===== config.mk =====
export PLATFORM = sky130hd
export DESIGN_NAME = feedback_scaling_pulse_output
export DESIGN_NICKNAME = d
export VERILOG_FILES = /design/src/core/feedback_scaling_pulse_output.v /design/src/core/shadow_store.v
export VERILOG_INCLUDE_DIRS = /design/src /design/src/core
export SDC_FILE = /design/constraint.sdc
export NUM_CORES = 2
export LEC_CHECK = 0
export BUFFER_PORTS_ARGS = -buffer_cell sky130_fd_sc_hd__buf_2
export CORE_MARGIN = 8
export CORE_UTILIZATION = 50
export DETAILED_ROUTE_END_ITERATION = 8
export GPL_TIMING_DRIVEN = 0
export HOLD_SLACK_MARGIN = 0.06
export PLACE_DENSITY = 0.67
export SYNTH_ARGS = -nofsm -noshare
export SYNTH_HDL_FRONTEND = slang
export SYNTH_SLANG_ARGS = --single-unit

===== constraint.sdc =====
create_clock -name clock -period 7.7 [get_ports clock]
set_clock_uncertainty 0.1 [all_clocks]
set_input_delay 1.155 -clock clock [delete_from_list [all_inputs] [get_ports clock]]
set_output_delay 1.155 -clock clock [all_outputs]
set_load 0.05 [all_outputs]

===== src/core/fb_scaling_defs.vh =====
// Register map, field positions, reset values and timing counts of the feedback scaling block.
// Contract
// - Direction bit: 0 forward, 1 reversed command.
// - External usage 0 off, 1 forward, 3 reversed.
// - Divergent motor and load raise deviation alarm.
// - External periods per rotation, default 32768.
// - Output edges per period, default 20.
// - Edge rate over 6.4 Mpps raises overspeed.
// - Output usage 0 enables, 1 disables output.
// - Index transitions only with A or B edges; a reload or output disable clears it even when A and B stay low.
`ifndef FB_SCALING_DEFS_VH
`define FB_SCALING_DEFS_VH
// ==========================================
// Register offsets
`define OFS_SWITCH_ZERO 12'h000
`define OFS_SWITCH_TWO 12'h004
`define OFS_SWITCH_EIGHTY_ONE 12'h008
`define OFS_PERIODS 12'h00C
`define OFS_EDGES 12'h010
`define OFS_CONTROL 12'h014
`define OFS_STATUS 12'h018
`define OFS_POSITION 12'h01C
`define OFS_DEV_LIMIT 12'h020
// ==========================================
// Field positions
`define DIR_BIT 0
`define EXT_USE_LSB 12
`define OUT_USE_LSB 4
`define CTRL_RESTART_BIT 0
`define CTRL_CLEAR_BIT 1
`define STAT_DEV_BIT 0
`define STAT_OVS_BIT 1
`define STAT_BADCFG_BIT 2
`define STAT_OUTEN_BIT 3
// ==========================================
// Reset values and codes
`define EXT_OFF 4'h0
`define EXT_FWD 4'h1
`define EXT_REV 4'h3
`define PERIODS_RESET 32'h00008000
`define EDGES_RESET 32'h00000014
`define DEV_LIMIT_RESET 32'h00010000
// ==========================================
// Timing: 6.4 Mpps at 200 MHz is one edge per 31.25 cycles; a window of 2000
// cycles (10 us) may carry 64 edges at most.
`define CLOCK_MHZ 200
`define RATE_WINDOW_US 10
`define RATE_WINDOW_CYCLES (`CLOCK_MHZ * `RATE_WINDOW_US)
`define MAX_EDGES_PER_WINDOW 64
`endif


===== src/core/feedback_scaling_pulse_output.v =====
// Feedback direction, scaling and quadrature pulse regeneration with an APB slave.
//
// Local design decisions: the APB slave port and the address map.
`include "fb_scaling_defs.vh"
module feedback_scaling_pulse_output (
  input wire clock,
  input wire rst,
  input wire ce,
  input wire psel,
  input wire penable,
  input wire pwrite,
  input wire [11:0] paddr,
  input wire [31:0] pwdata,
  output wire pready,
  output reg [31:0] prdata,
  output wire pslverr,
  input wire motor_step,
  input wire motor_dir,
  input wire ext_step,
  input wire ext_dir,
  input wire cmd_forward,
  output reg drive_reverse,
  output reg phase_a_output,
  output reg phase_b_output,
  output reg index_pulse_output,
  output reg motor_load_deviation_alarm,
  output reg overspeed_alarm
);
  // ==========================================
  // Pending settings, written by software, active only after restart.
  reg [31:0] basic_function_switch_zero;
  reg [31:0] application_switch_two;
  reg [31:0] application_switch_eighty_one;
  reg [31:0] external_periods_per_rotation;
  reg [31:0] output_edges_per_period;
  reg [31:0] dev_limit_reg;
  // Active copies.
  reg act_dir_reg;
  reg [3:0] act_ext_reg;
  reg act_out_dis_reg;
  reg [31:0] act_periods_reg;
  reg [31:0] act_edges_reg;
  reg [31:0] act_limit_reg;
  reg bad_cfg_reg;
  reg [2:0] load_step_reg;
  reg loading_reg;
  wire [31:0] store_rdata;
  reg [31:0] pos_reg;
  reg [31:0] motor_acc_reg;
  reg [31:0] ext_pos_reg;
  reg [31:0] motor_pos_reg;
  reg [1:0] quad_reg;
  reg [31:0] out_acc_reg;
  reg [15:0] win_cnt_reg;
  reg [7:0] win_edges_reg;
  reg [31:0] rev_edges_reg;
  wire wr = psel & penable & pwrite;
  // Read data are registered in the setup cycle so that they stand at the access edge.
  // A limitation: ce must be high in the setup cycle of a read.
  wire rd = psel & ~penable & ~pwrite;
  // ==========================================
  // Functions
  function is_legal_ext;
    input [3:0] code;
    begin
      is_legal_ext = (code == `EXT_OFF) || (code == `EXT_FWD) || (code == `EXT_REV);
    end
  endfunction
  function [31:0] abs_diff;
    input [31:0] x;
    input [31:0] y;
    begin
      abs_diff = x[31] == y[31] ? (x > y ? x - y : y - x) : x - y;
      if (abs_diff[31]) begin
        abs_diff = ~abs_diff + 32'h00000001;
      end
    end
  endfunction
  function map_known;
    input [11:0] a;
    begin
      map_known = (a <= `OFS_DEV_LIMIT) && (a[1:0] == 2'h0);
    end
  endfunction
  // ==========================================
  // APB slave: zero wait states, error on unmapped or misaligned address.
  assign pready = 1'b1;
  assign pslverr = psel & penable & ~map_known(paddr);
  always @(posedge clock) begin
    if (rst) begin
      basic_function_switch_zero <= 32'h00000000;
      application_switch_two <= 32'h00000000;
      application_switch_eighty_one <= 32'h00000000;
      external_periods_per_rotation <= `PERIODS_RESET;
      output_edges_per_period <= `EDGES_RESET;
      dev_limit_reg <= `DEV_LIMIT_RESET;
      prdata <= 32'h00000000;
    end else if (ce) begin
      if (wr) begin
        if (paddr == `OFS_SWITCH_ZERO) begin
          basic_function_switch_zero <= pwdata;
        end else if (paddr == `OFS_SWITCH_TWO) begin
          application_switch_two <= pwdata;
        end else if (paddr == `OFS_SWITCH_EIGHTY_ONE) begin
          application_switch_eighty_one <= pwdata;
        end else if (paddr == `OFS_PERIODS) begin
          // Software supplies an integer; a fractional ratio would only disturb speed.
          external_periods_per_rotation <= pwdata;
        end else if (paddr == `OFS_EDGES) begin
          output_edges_per_period <= pwdata;
        end else if (paddr == `OFS_DEV_LIMIT) begin
          dev_limit_reg <= pwdata;
        end
      end
      if (rd) begin
        if (paddr == `OFS_SWITCH_ZERO) begin
          prdata <= basic_function_switch_zero;
        end else if (paddr == `OFS_SWITCH_TWO) begin
          prdata <= application_switch_two;
        end else if (paddr == `OFS_SWITCH_EIGHTY_ONE) begin
          prdata <= application_switch_eighty_one;
        end else if (paddr == `OFS_PERIODS) begin
          prdata <= external_periods_per_rotation;
        end else if (paddr == `OFS_EDGES) begin
          prdata <= output_edges_per_period;
        end else if (paddr == `OFS_STATUS) begin
          prdata <= {28'h0000000, ~act_out_dis_reg, bad_cfg_reg, overspeed_alarm,
                     motor_load_deviation_alarm};
        end else if (paddr == `OFS_POSITION) begin
          prdata <= pos_reg;
        end else if (paddr == `OFS_DEV_LIMIT) begin
          prdata <= dev_limit_reg;
        end else begin
          prdata <= 32'h00000000;
        end
      end
    end
  end
  // ==========================================
  // Restart: settings copied through the shadow store one word per cycle, the deviation limit directly from dev_limit_reg.
  wire restart = wr && (paddr == `OFS_CONTROL) && pwdata[`CTRL_RESTART_BIT];
  wire alarm_clear = wr && (paddr == `OFS_CONTROL) && pwdata[`CTRL_CLEAR_BIT];
  reg [31:0] store_wdata;
  always @* begin
    case (load_step_reg)
      3'h0: store_wdata = basic_function_switch_zero;
      3'h1: store_wdata = application_switch_two;
      3'h2: store_wdata = application_switch_eighty_one;
      3'h3: store_wdata = external_periods_per_rotation;
      3'h4: store_wdata = output_edges_per_period;
      default: store_wdata = dev_limit_reg;
    endcase
  end
  shadow_store u_store (
    .clock(clock),
    .ce(ce),
    .we(loading_reg),
    .waddr(load_step_reg),
    .wdata(store_wdata),
    .raddr(load_step_reg - 3'h1),
    .rdata(store_rdata)
  );
  wire load_done = loading_reg && (load_step_reg == 3'h6);
  always @(posedge clock) begin
    if (rst) begin
      loading_reg <= 1'b1;
      load_step_reg <= 3'h0;
    end else if (ce) begin
      if (restart) begin
        loading_reg <= 1'b1;
        load_step_reg <= 3'h0;
      end else if (loading_reg) begin
        load_step_reg <= load_done ? 3'h0 : load_step_reg + 3'h1;
        loading_reg <= ~load_done;
      end
    end
  end
  always @(posedge clock) begin
    if (rst) begin
      act_dir_reg <= 1'b0;
      act_ext_reg <= `EXT_OFF;
      act_out_dis_reg <= 1'b1;
      act_periods_reg <= `PERIODS_RESET;
      act_edges_reg <= `EDGES_RESET;
      act_limit_reg <= `DEV_LIMIT_RESET;
      bad_cfg_reg <= 1'b0;
    end else if (ce && loading_reg) begin
      case (load_step_reg)
        3'h2: act_dir_reg <= store_rdata[`DIR_BIT];
        3'h3: begin
          act_ext_reg <= is_legal_ext(store_rdata[`EXT_USE_LSB+3:`EXT_USE_LSB]) ?
                         store_rdata[`EXT_USE_LSB+3:`EXT_USE_LSB] : `EXT_OFF;
          bad_cfg_reg <= ~is_legal_ext(store_rdata[`EXT_USE_LSB+3:`EXT_USE_LSB]);
        end
        3'h4: act_out_dis_reg <= store_rdata[`OUT_USE_LSB];
        3'h5: act_periods_reg <= store_rdata;
        3'h6: begin
          act_edges_reg <= store_rdata;
          act_limit_reg <= dev_limit_reg;
        end
        default: ;
      endcase
    end
  end
  // ==========================================
  // Command direction.
  always @(posedge clock) begin
    if (rst) begin
      drive_reverse <= 1'b0;
    end else if (ce) begin
      drive_reverse <= act_dir_reg ? cmd_forward : ~cmd_forward;
    end
  end
  // ==========================================
  // Motor to load comparison, external scaled by periods per rotation over 2^16
  // motor counts; scaling is accumulated so no fraction is lost.
  wire ext_used = act_ext_reg != `EXT_OFF;
  wire ext_up = (act_ext_reg == `EXT_REV) ? ~ext_dir : ext_dir;
  always @(posedge clock) begin
    if (rst) begin
      motor_acc_reg <= 32'h00000000;
      ext_pos_reg <= 32'h00000000;
      motor_pos_reg <= 32'h00000000;
      motor_load_deviation_alarm <= 1'b0;
    end else if (ce) begin
      if (loading_reg) begin
        motor_acc_reg <= 32'h00000000;
        ext_pos_reg <= 32'h00000000;
        motor_pos_reg <= 32'h00000000;
      end else begin
        if (motor_step) begin
          motor_pos_reg <= motor_dir ? motor_pos_reg + act_periods_reg :
                           motor_pos_reg - act_periods_reg;
        end
        if (ext_step && ext_used) begin
          ext_pos_reg <= ext_up ? ext_pos_reg + 32'h00010000 : ext_pos_reg - 32'h00010000;
        end
      end
      if (ext_used && !loading_reg &&
          abs_diff(motor_pos_reg, ext_pos_reg) > act_limit_reg) begin
        motor_load_deviation_alarm <= 1'b1;
      end else if (alarm_clear) begin
        motor_load_deviation_alarm <= 1'b0;
      end
    end
  end
  // ==========================================
  // Pulse output: each motor step adds edges-per-period to an accumulator; one
  // output edge per 65536 units keeps the resolution exact.
  wire out_on = ~act_out_dis_reg & ~loading_reg;
  wire [31:0] acc_sum = out_acc_reg + act_edges_reg;
  wire emit = out_on && motor_step && (acc_sum >= 32'h00010000);
  wire rev_wrap = motor_dir ? (rev_edges_reg == act_edges_reg - 32'h00000001) :
                  (rev_edges_reg == 32'h00000000);
  // Gray order 00, 10, 11, 01 while counting up, so phase A leads for forward motion.
  wire [1:0] quad_next = motor_dir ? quad_reg + 2'h1 : quad_reg - 2'h1;
  always @(posedge clock) begin
    if (rst) begin
      out_acc_reg <= 32'h00000000;
      quad_reg <= 2'h0;
      phase_a_output <= 1'b0;
      phase_b_output <= 1'b0;
      index_pulse_output <= 1'b0;
      rev_edges_reg <= 32'h00000000;
      pos_reg <= 32'h00000000;
    end else if (ce) begin
      if (!out_on) begin
        out_acc_reg <= 32'h00000000;
        quad_reg <= 2'h0;
        phase_a_output <= 1'b0;
        phase_b_output <= 1'b0;
        index_pulse_output <= 1'b0;
      end else if (motor_step) begin
        out_acc_reg <= emit ? acc_sum - 32'h00010000 : acc_sum;
        if (emit) begin
          quad_reg <= quad_next;
          phase_a_output <= quad_next[1] ^ quad_next[0];
          phase_b_output <= quad_next[1];
          index_pulse_output <= rev_wrap;
          rev_edges_reg <= rev_wrap ? (motor_dir ? 32'h00000000 :
                           act_edges_reg - 32'h00000001) :
                           (motor_dir ? rev_edges_reg + 32'h00000001 :
                           rev_edges_reg - 32'h00000001);
          pos_reg <= motor_dir ? pos_reg + 32'h00000001 : pos_reg - 32'h00000001;
        end
      end
    end
  end
  // ==========================================
  // Overspeed: count output edges in a fixed window against the 6.4 Mpps bound.
  always @(posedge clock) begin
    if (rst) begin
      win_cnt_reg <= 16'h0000;
      win_edges_reg <= 8'h00;
      overspeed_alarm <= 1'b0;
    end else if (ce) begin
      if (win_cnt_reg == `RATE_WINDOW_CYCLES - 1) begin
        win_cnt_reg <= 16'h0000;
        win_edges_reg <= 8'h00;
      end else begin
        win_cnt_reg <= win_cnt_reg + 16'h0001;
        win_edges_reg <= (emit && win_edges_reg != 8'hFF) ? win_edges_reg + 8'h01 :
                         win_edges_reg;
      end
      if (win_edges_reg > `MAX_EDGES_PER_WINDOW) begin
        overspeed_alarm <= 1'b1;
      end else if (alarm_clear) begin
        overspeed_alarm <= 1'b0;
      end
    end
  end
endmodule


===== src/core/shadow_store.v =====
// Small register memory holding the active (restarted) copies of the settings.
module shadow_store (
  input wire clock,
  input wire ce,
  input wire we,
  input wire [2:0] waddr,
  input wire [31:0] wdata,
  input wire [2:0] raddr,
  output reg [31:0] rdata
);
  reg [31:0] mem [0:7];
  always @(posedge clock) begin
    if (ce) begin
      if (we) begin
        mem[waddr] <= wdata;
      end
      rdata <= mem[raddr];
    end
  end
endmodule


## After elaboration in Yosys (flattened, before gate mapping)

Memory sizes are Yosys's and may differ from the RTL's. A register that Yosys moved wholly into a read port is not among the register bits.
Cells that the tools add are included.

- Memories: 1
- Bits in registers: 523
- Logic and storage cells: 207
- RAM bits: 256
- Input bits: 55
- Output and inout port bits: 40

- Bitwise operators: 22
- Add/sub/neg operators: 20
- Reductions and logical operators: 48
- $lt $le $gt $ge: 5
- Mux-type cells: 58
- Equality and inequality tests: 23

Memories:

| name | words | bits a word | rd ports | clocked after Yosys merged registers in | write ports | RTL line | RTL |
|---|---|---|---|---|---|---|---|
| u_store.mem | 8 | 32 | 1 | 1 | 1 | shadow_store.v:11 | `reg [31:0] mem [0:7];` |

Operators by type and width:

| operator | number |
|---|---|
| $mux 32 | 26 |
| $pmux 32 s5 | 1 |
| $add 32x1->32 const B | 3 |
| $sub 32x1->32 const B | 3 |
| $sub 32x32->32 | 3 |
| $add 32x32->32 | 2 |
| $gt 32x32->1 | 2 |
| $sub 32x17->32 const B | 2 |
| $eq 12x5->1 const B | 4 |
| $add 32x17->32 const B | 1 |
| $eq 32x32->1 | 1 |
| $ge 32x17->1 const B | 1 |
| $logic_not 32->1 | 1 |
| $not 32->32 | 1 |
| $reduce_and 2->1 | 13 |
| $eq 12x4->1 const B | 2 |
| $mux 1 | 20 |
| $add 16x1->16 const B | 1 |
| $eq 16x11->1 const B | 1 |
| $mux 16 | 1 |
| $mux 8 | 2 |
| $not 1->1 | 14 |
| $eq 12x3->1 const B | 1 |
| $eq 12x6->1 const B | 1 |
| 36 further kinds | 69 |

## Logic depth before layout (Yosys ltp)

- Word-level depth: 12
- Depth in mapped cells: 30
- Gate-level depth less buffers: 27

## By module

Synthesis repeated with hierarchy kept, for this count alone.

- Cell total of the unflattened synthesis: 4796
- Area total of the unflattened synthesis: 44044.7 um^2

By module, submodules not included:

| module | sequential area each (um^2) | instances | area each (um^2) | cells each |
|---|---|---|---|---|
| feedback_scaling_pulse_output | 10129.7 | 1 | 33255.6 | 4381 |
| shadow_store | 8648.3 | 1 | 10789.1 | 415 |

## Worst setup path after synthesis

OpenSTA, ideal clock, no wires.

- Path kind: input to register
- Start: input motor_dir
- End: register pos_reg[28]
- Setup slack: 1.330 ns
- Arrival: 6.200 ns
- Path buffers: 1
- Setup time: 0.070 ns
- Stages: 14
- Data required time: 7.530 ns
- Cells stage by stage: clkbuf_1 -> clkinv_1 -> fa_1 -> a211oi_1 -> o21ai_0 -> o211ai_1 -> a211oi_1 -> nor4_1 -> o311ai_0 -> a221o_1 -> or4b_2 -> nand3_1 -> nand2_1 -> a21oi_1

- Longest elaborated chain between the ends: 1

RTL lines:

| what | RTL line | RTL |
|---|---|---|
| start, declared | feedback_scaling_pulse_output.v:18 | `input wire motor_dir,` |
| $mux 32 | feedback_scaling_pulse_output.v:284 | `pos_reg <= motor_dir ? pos_reg + 32'h00000001 : pos_reg - 32'h00000001;` |
| end signal, assigned | feedback_scaling_pulse_output.v:284 |  |
| end, declared | feedback_scaling_pulse_output.v:48 | `reg [31:0] pos_reg;` |

No other way between the ends.
A chain may end at the register's enable or synchronous reset.

## Worst setup path in the final report

- Start: register ext_pos_reg[17]
- End: register motor_load_deviation_alarm

- Longest elaborated chain between the ends: 12
- Elaborated cells between the ends (all ways): 15
- Classes of those cells: add/sub (3); order compare (2); mux (6); bitwise (1); reduce/logical (3)

RTL lines:

| what | RTL line | RTL |
|---|---|---|
| start, declared | feedback_scaling_pulse_output.v:50 | `reg [31:0] ext_pos_reg;` |
| start signal, assigned | feedback_scaling_pulse_output.v:236 | `ext_pos_reg <= ext_up ? ext_pos_reg + 32'h00010000 : ext_pos_reg - 32'h00010000;` |
| $sub 32x32->32 / $gt 32x32->1 (equally long branches) | feedback_scaling_pulse_output.v:73 | `abs_diff = x[31] == y[31] ? (x > y ? x - y : y - x) : x - y;` |
| $mux 32 | feedback_scaling_pulse_output.v:73 |  |
| $mux 32 (*) | feedback_scaling_pulse_output.v:73 |  |
| $not 32->32 | feedback_scaling_pulse_output.v:75 | `abs_diff = ~abs_diff + 32'h00000001;` |
| $add 32x1->32 | feedback_scaling_pulse_output.v:75 |  |
| $mux 32 (*) | feedback_scaling_pulse_output.v:74 | `if (abs_diff[31]) begin` |
| $mux 32 (*) | feedback_scaling_pulse_output.v:225 | `end else if (ce) begin` |
| $mux 32 (*) | feedback_scaling_pulse_output.v:220 | `if (rst) begin` |
| $gt 32x32->1 (*) | feedback_scaling_pulse_output.v:240 | `abs_diff(motor_pos_reg, ext_pos_reg) > act_limit_reg) begin` |
| $logic_and 1x1->1 (*) | feedback_scaling_pulse_output.v:239 | `if (ext_used && !loading_reg &&` |
| $reduce_bool 2->1 (no source line) | n/a |  |
| $reduce_and 2->1 (no source line) | n/a |  |
| end signal, assigned | feedback_scaling_pulse_output.v:224 | `motor_load_deviation_alarm <= 1'b0;` |
| end signal, assigned | feedback_scaling_pulse_output.v:241 | `motor_load_deviation_alarm <= 1'b1;` |
| end signal, assigned | feedback_scaling_pulse_output.v:243 | `motor_load_deviation_alarm <= 1'b0;` |
| end, declared | feedback_scaling_pulse_output.v:26 | `output reg motor_load_deviation_alarm,` |

Every way passes the cells marked *; elsewhere a longest branch is shown, timed or not. The select of a mux whose other input is x is not followed.

==> flow_metrics.env <==
export IMPL_dp_slack_ns=0.0953
export IMPL_yosys_cell_types_count=99
export IMPL_grt_use_total_pct=30.2
export IMPL_h_tree_depth=3
export IMPL_fin_crit_sh_pct=95.5
export IMPL_ant_nets=0
export IMPL_cts_tree="yes"
export IMPL_drv_slew=7
export IMPL_grt_pass1_vias=37600
export IMPL_ys_ff_latch=794
export IMPL_synth_edf_count=288
export IMPL_fin_ws_ns=0.347
export IMPL_period_needed_ns=7.35
export IMPL_end_kind="flop"
export IMPL_syn_to_final_growth_pct=11.9
export IMPL_yosysSeqAreaShare_pct=42.0
export IMPL_cp_data_arrival_time_ns=7.75
export IMPL_layout_commonest_cell="nand2_1"
export IMPL_path_common_cell="ha_1"
export IMPL_drc=17
export IMPL_ys_warn_count=0
export IMPL_critPathRequiredTime_ns=8.10
export IMPL_cts_buffers=88
export IMPL_gp_congestion=0.996
export IMPL_critPathMaxStageDelay_ns=0.59
export IMPL_clock_sinks=794
export IMPL_syn_area_mm2=0.0448
export IMPL_powerDensity_mw_per_mm2=193
export IMPL_routedWlPerCell_um=24.5
export IMPL_regMostFlops="u_store.mem"
export IMPL_rsz0062_at_grt="false"
export IMPL_ctsResizeCount=0
export IMPL_wirelength_um=155000
export IMPL_via_count=40200
export IMPL_ir_worst_vdd_uv=267
export IMPL_drt_iter0_drc=5207
export IMPL_most_common_layout_cells="nand2_1 (740), dfxtp_1 (506), a21oi_1 (474)"
export IMPL_port_buffers=92
export IMPL_slowest_stage="or4_1"
export IMPL_place_hpwl_um=116000
export IMPL_vias_per_cell=6.34
export IMPL_cts_root_buf="clkbuf_16"
export IMPL_row_count=109
export IMPL_hold_ws_ns=0.354
export IMPL_cp_max_fo=10
export IMPL_tns_ns=0
export IMPL_largest_reg_flops=256
export IMPL_grt_start_max_net_pins=53
export IMPL_fmax_mhz=136
export IMPL_synth_ff_type="dfxtp_1"
export IMPL_cts_setup_buffers=0
export IMPL_leakage_nw=18.3
export IMPL_dieArea_mm2=0.0994
export IMPL_drt_pass1_iter_count=9
export IMPL_setup_violations=0
export IMPL_nets=5377
export IMPL_start_util_pct=50.6
export IMPL_maxCapViolCount=1
export IMPL_tightest_slew_ns=1.51
export IMPL_io_pins=95
export IMPL_hold_class="reg -> reg"
export IMPL_hold_buffers=0
export IMPL_core_region_area_mm2=0.0885
export IMPL_clockBufferDepth=3
export IMPL_synthCells=4894
export IMPL_chipHeight_um=315
export IMPL_grt_overflow=0
export IMPL_grt_pass1_wl_um=233000
export IMPL_drive_above_1_share_pct=7.89
export IMPL_die_x_um=315
export IMPL_violations="design-rule violations, max-capacitance violations, max-slew violations"
export IMPL_clkTransAtPathRegs_ns=0.06
export IMPL_finalHoldViolCount=0
export IMPL_post_route_util_pct=56.6
export IMPL_clk_latency_ns=0.69
export IMPL_run_status="complete, but fails checks"
export IMPL_crit_type="reg -> reg"
export IMPL_syn_area_per_cell_um2=9.15
export IMPL_antenna_found_initial=10
export IMPL_relSlewSlack_pct=-1.51
export IMPL_worstSetupStartpointType="flop"
export IMPL_postSynth_asyncResetShare_pct=0
## synthesized netlist by cell type (64+ instances only)
cell type  count  area (um2)
o211ai_1      66         495
a211oi_1      73         548
edfxtp_1     288        8650
mux4_2        64        1440
nand3_1      104         521
a21o_1        91         683
a21oi_1      474        2370
nand2_1      740        2780
clkbuf_1     271        1020
o21ai_0      116         581
nor3_1       101         505
dfxtp_1      506       10100
ha_1         217        2720
a22oi_1      122         916
xnor2_1      151        1320
inv_1        139         522
nor2_1       353        1330
xor2_1       116        1020
## layer usage
layer	wire [um]	GRT usage (%)	vias to the layer above
met2	67100	46.4	2117
met5	47	0	-
met4	8020	13.5	6
met1	64300	40.9	19200
li1	-	-	18500
met3	16000	6.70	437
## worst max-delay path: cells and delay by family (launching register included)
kind	cells	cell delay [ns]
AO/OA/AOI/OAI	8	1.42
multiplexers	1	0.27
buffers and inverters	4	0.98
XOR/XNOR	1	0.21
AND/OR/NAND/NOR	10	2.90
flip-flops	1	0.47
adder cells (fa/ha/maj)	3	0.84
## worst paths after layout
path	depth (start not counted)	slack [ns]	start	to
hold reg to reg	2	0.35	out_acc_reg[29]	out_acc_reg[29]
hold / removal	2	0.35	out_acc_reg[29]	out_acc_reg[29]
setup reg to reg	27	0.35	ext_pos_reg[17]	motor_load_deviation_alarm
setup / recovery	27	0.35	ext_pos_reg[17]	motor_load_deviation_alarm
## stage by stage
| stage | instances | instance area (um2) | total power [mW] |
|---|---|---|---|
| after floorplan | 4895 | 44800 | 4.99 |
| after global placement | 6152 | 46700 | 5.31 |
| after detailed placement | 6176 | 47000 | 5.33 |
| after CTS | 6339 | 50100 | 9.67 |
| after global routing | 6340 | 50100 | 9.90 |
| final | 6343 | 50100 | 9.67 |
## report_power, final
| part | leakage, nW | switching, mW | internal, mW |
|---|---|---|---|
| combinational | 10.0 | 0.517 | 0.221 |
| sequential | 6.78 | 0.0669 | 4.46 |
| clock | 1.46 | 1.84 | 2.57 |
## cell type report
type,count,area [um2]
repair buffers,116,754
well taps,1165,1460
clock inverters,40,547
multi-input cells,3654,24300
clock buffers,123,2470
fillers,7846,38400
plain buffers,306,1180
diodes,5,12.5
inverters,140,527
flip-flops and latches,794,18800
## kinds of logic after synthesis
family                     Yosys count  synth area share [%]
and+or+nand+nor                   1657                  17.0
AOI/OAI and AO/OA                 1359                  20.3
DFF                                794                  42.0
buffers and inverters              447                  3.83
xor gates and xnor gates           274                  5.58
adders and majority gates          222                  6.29
muxes                              139                  5.00
other                                2                0.0168
No activity file was read; power rests on OpenSTA's default activity.
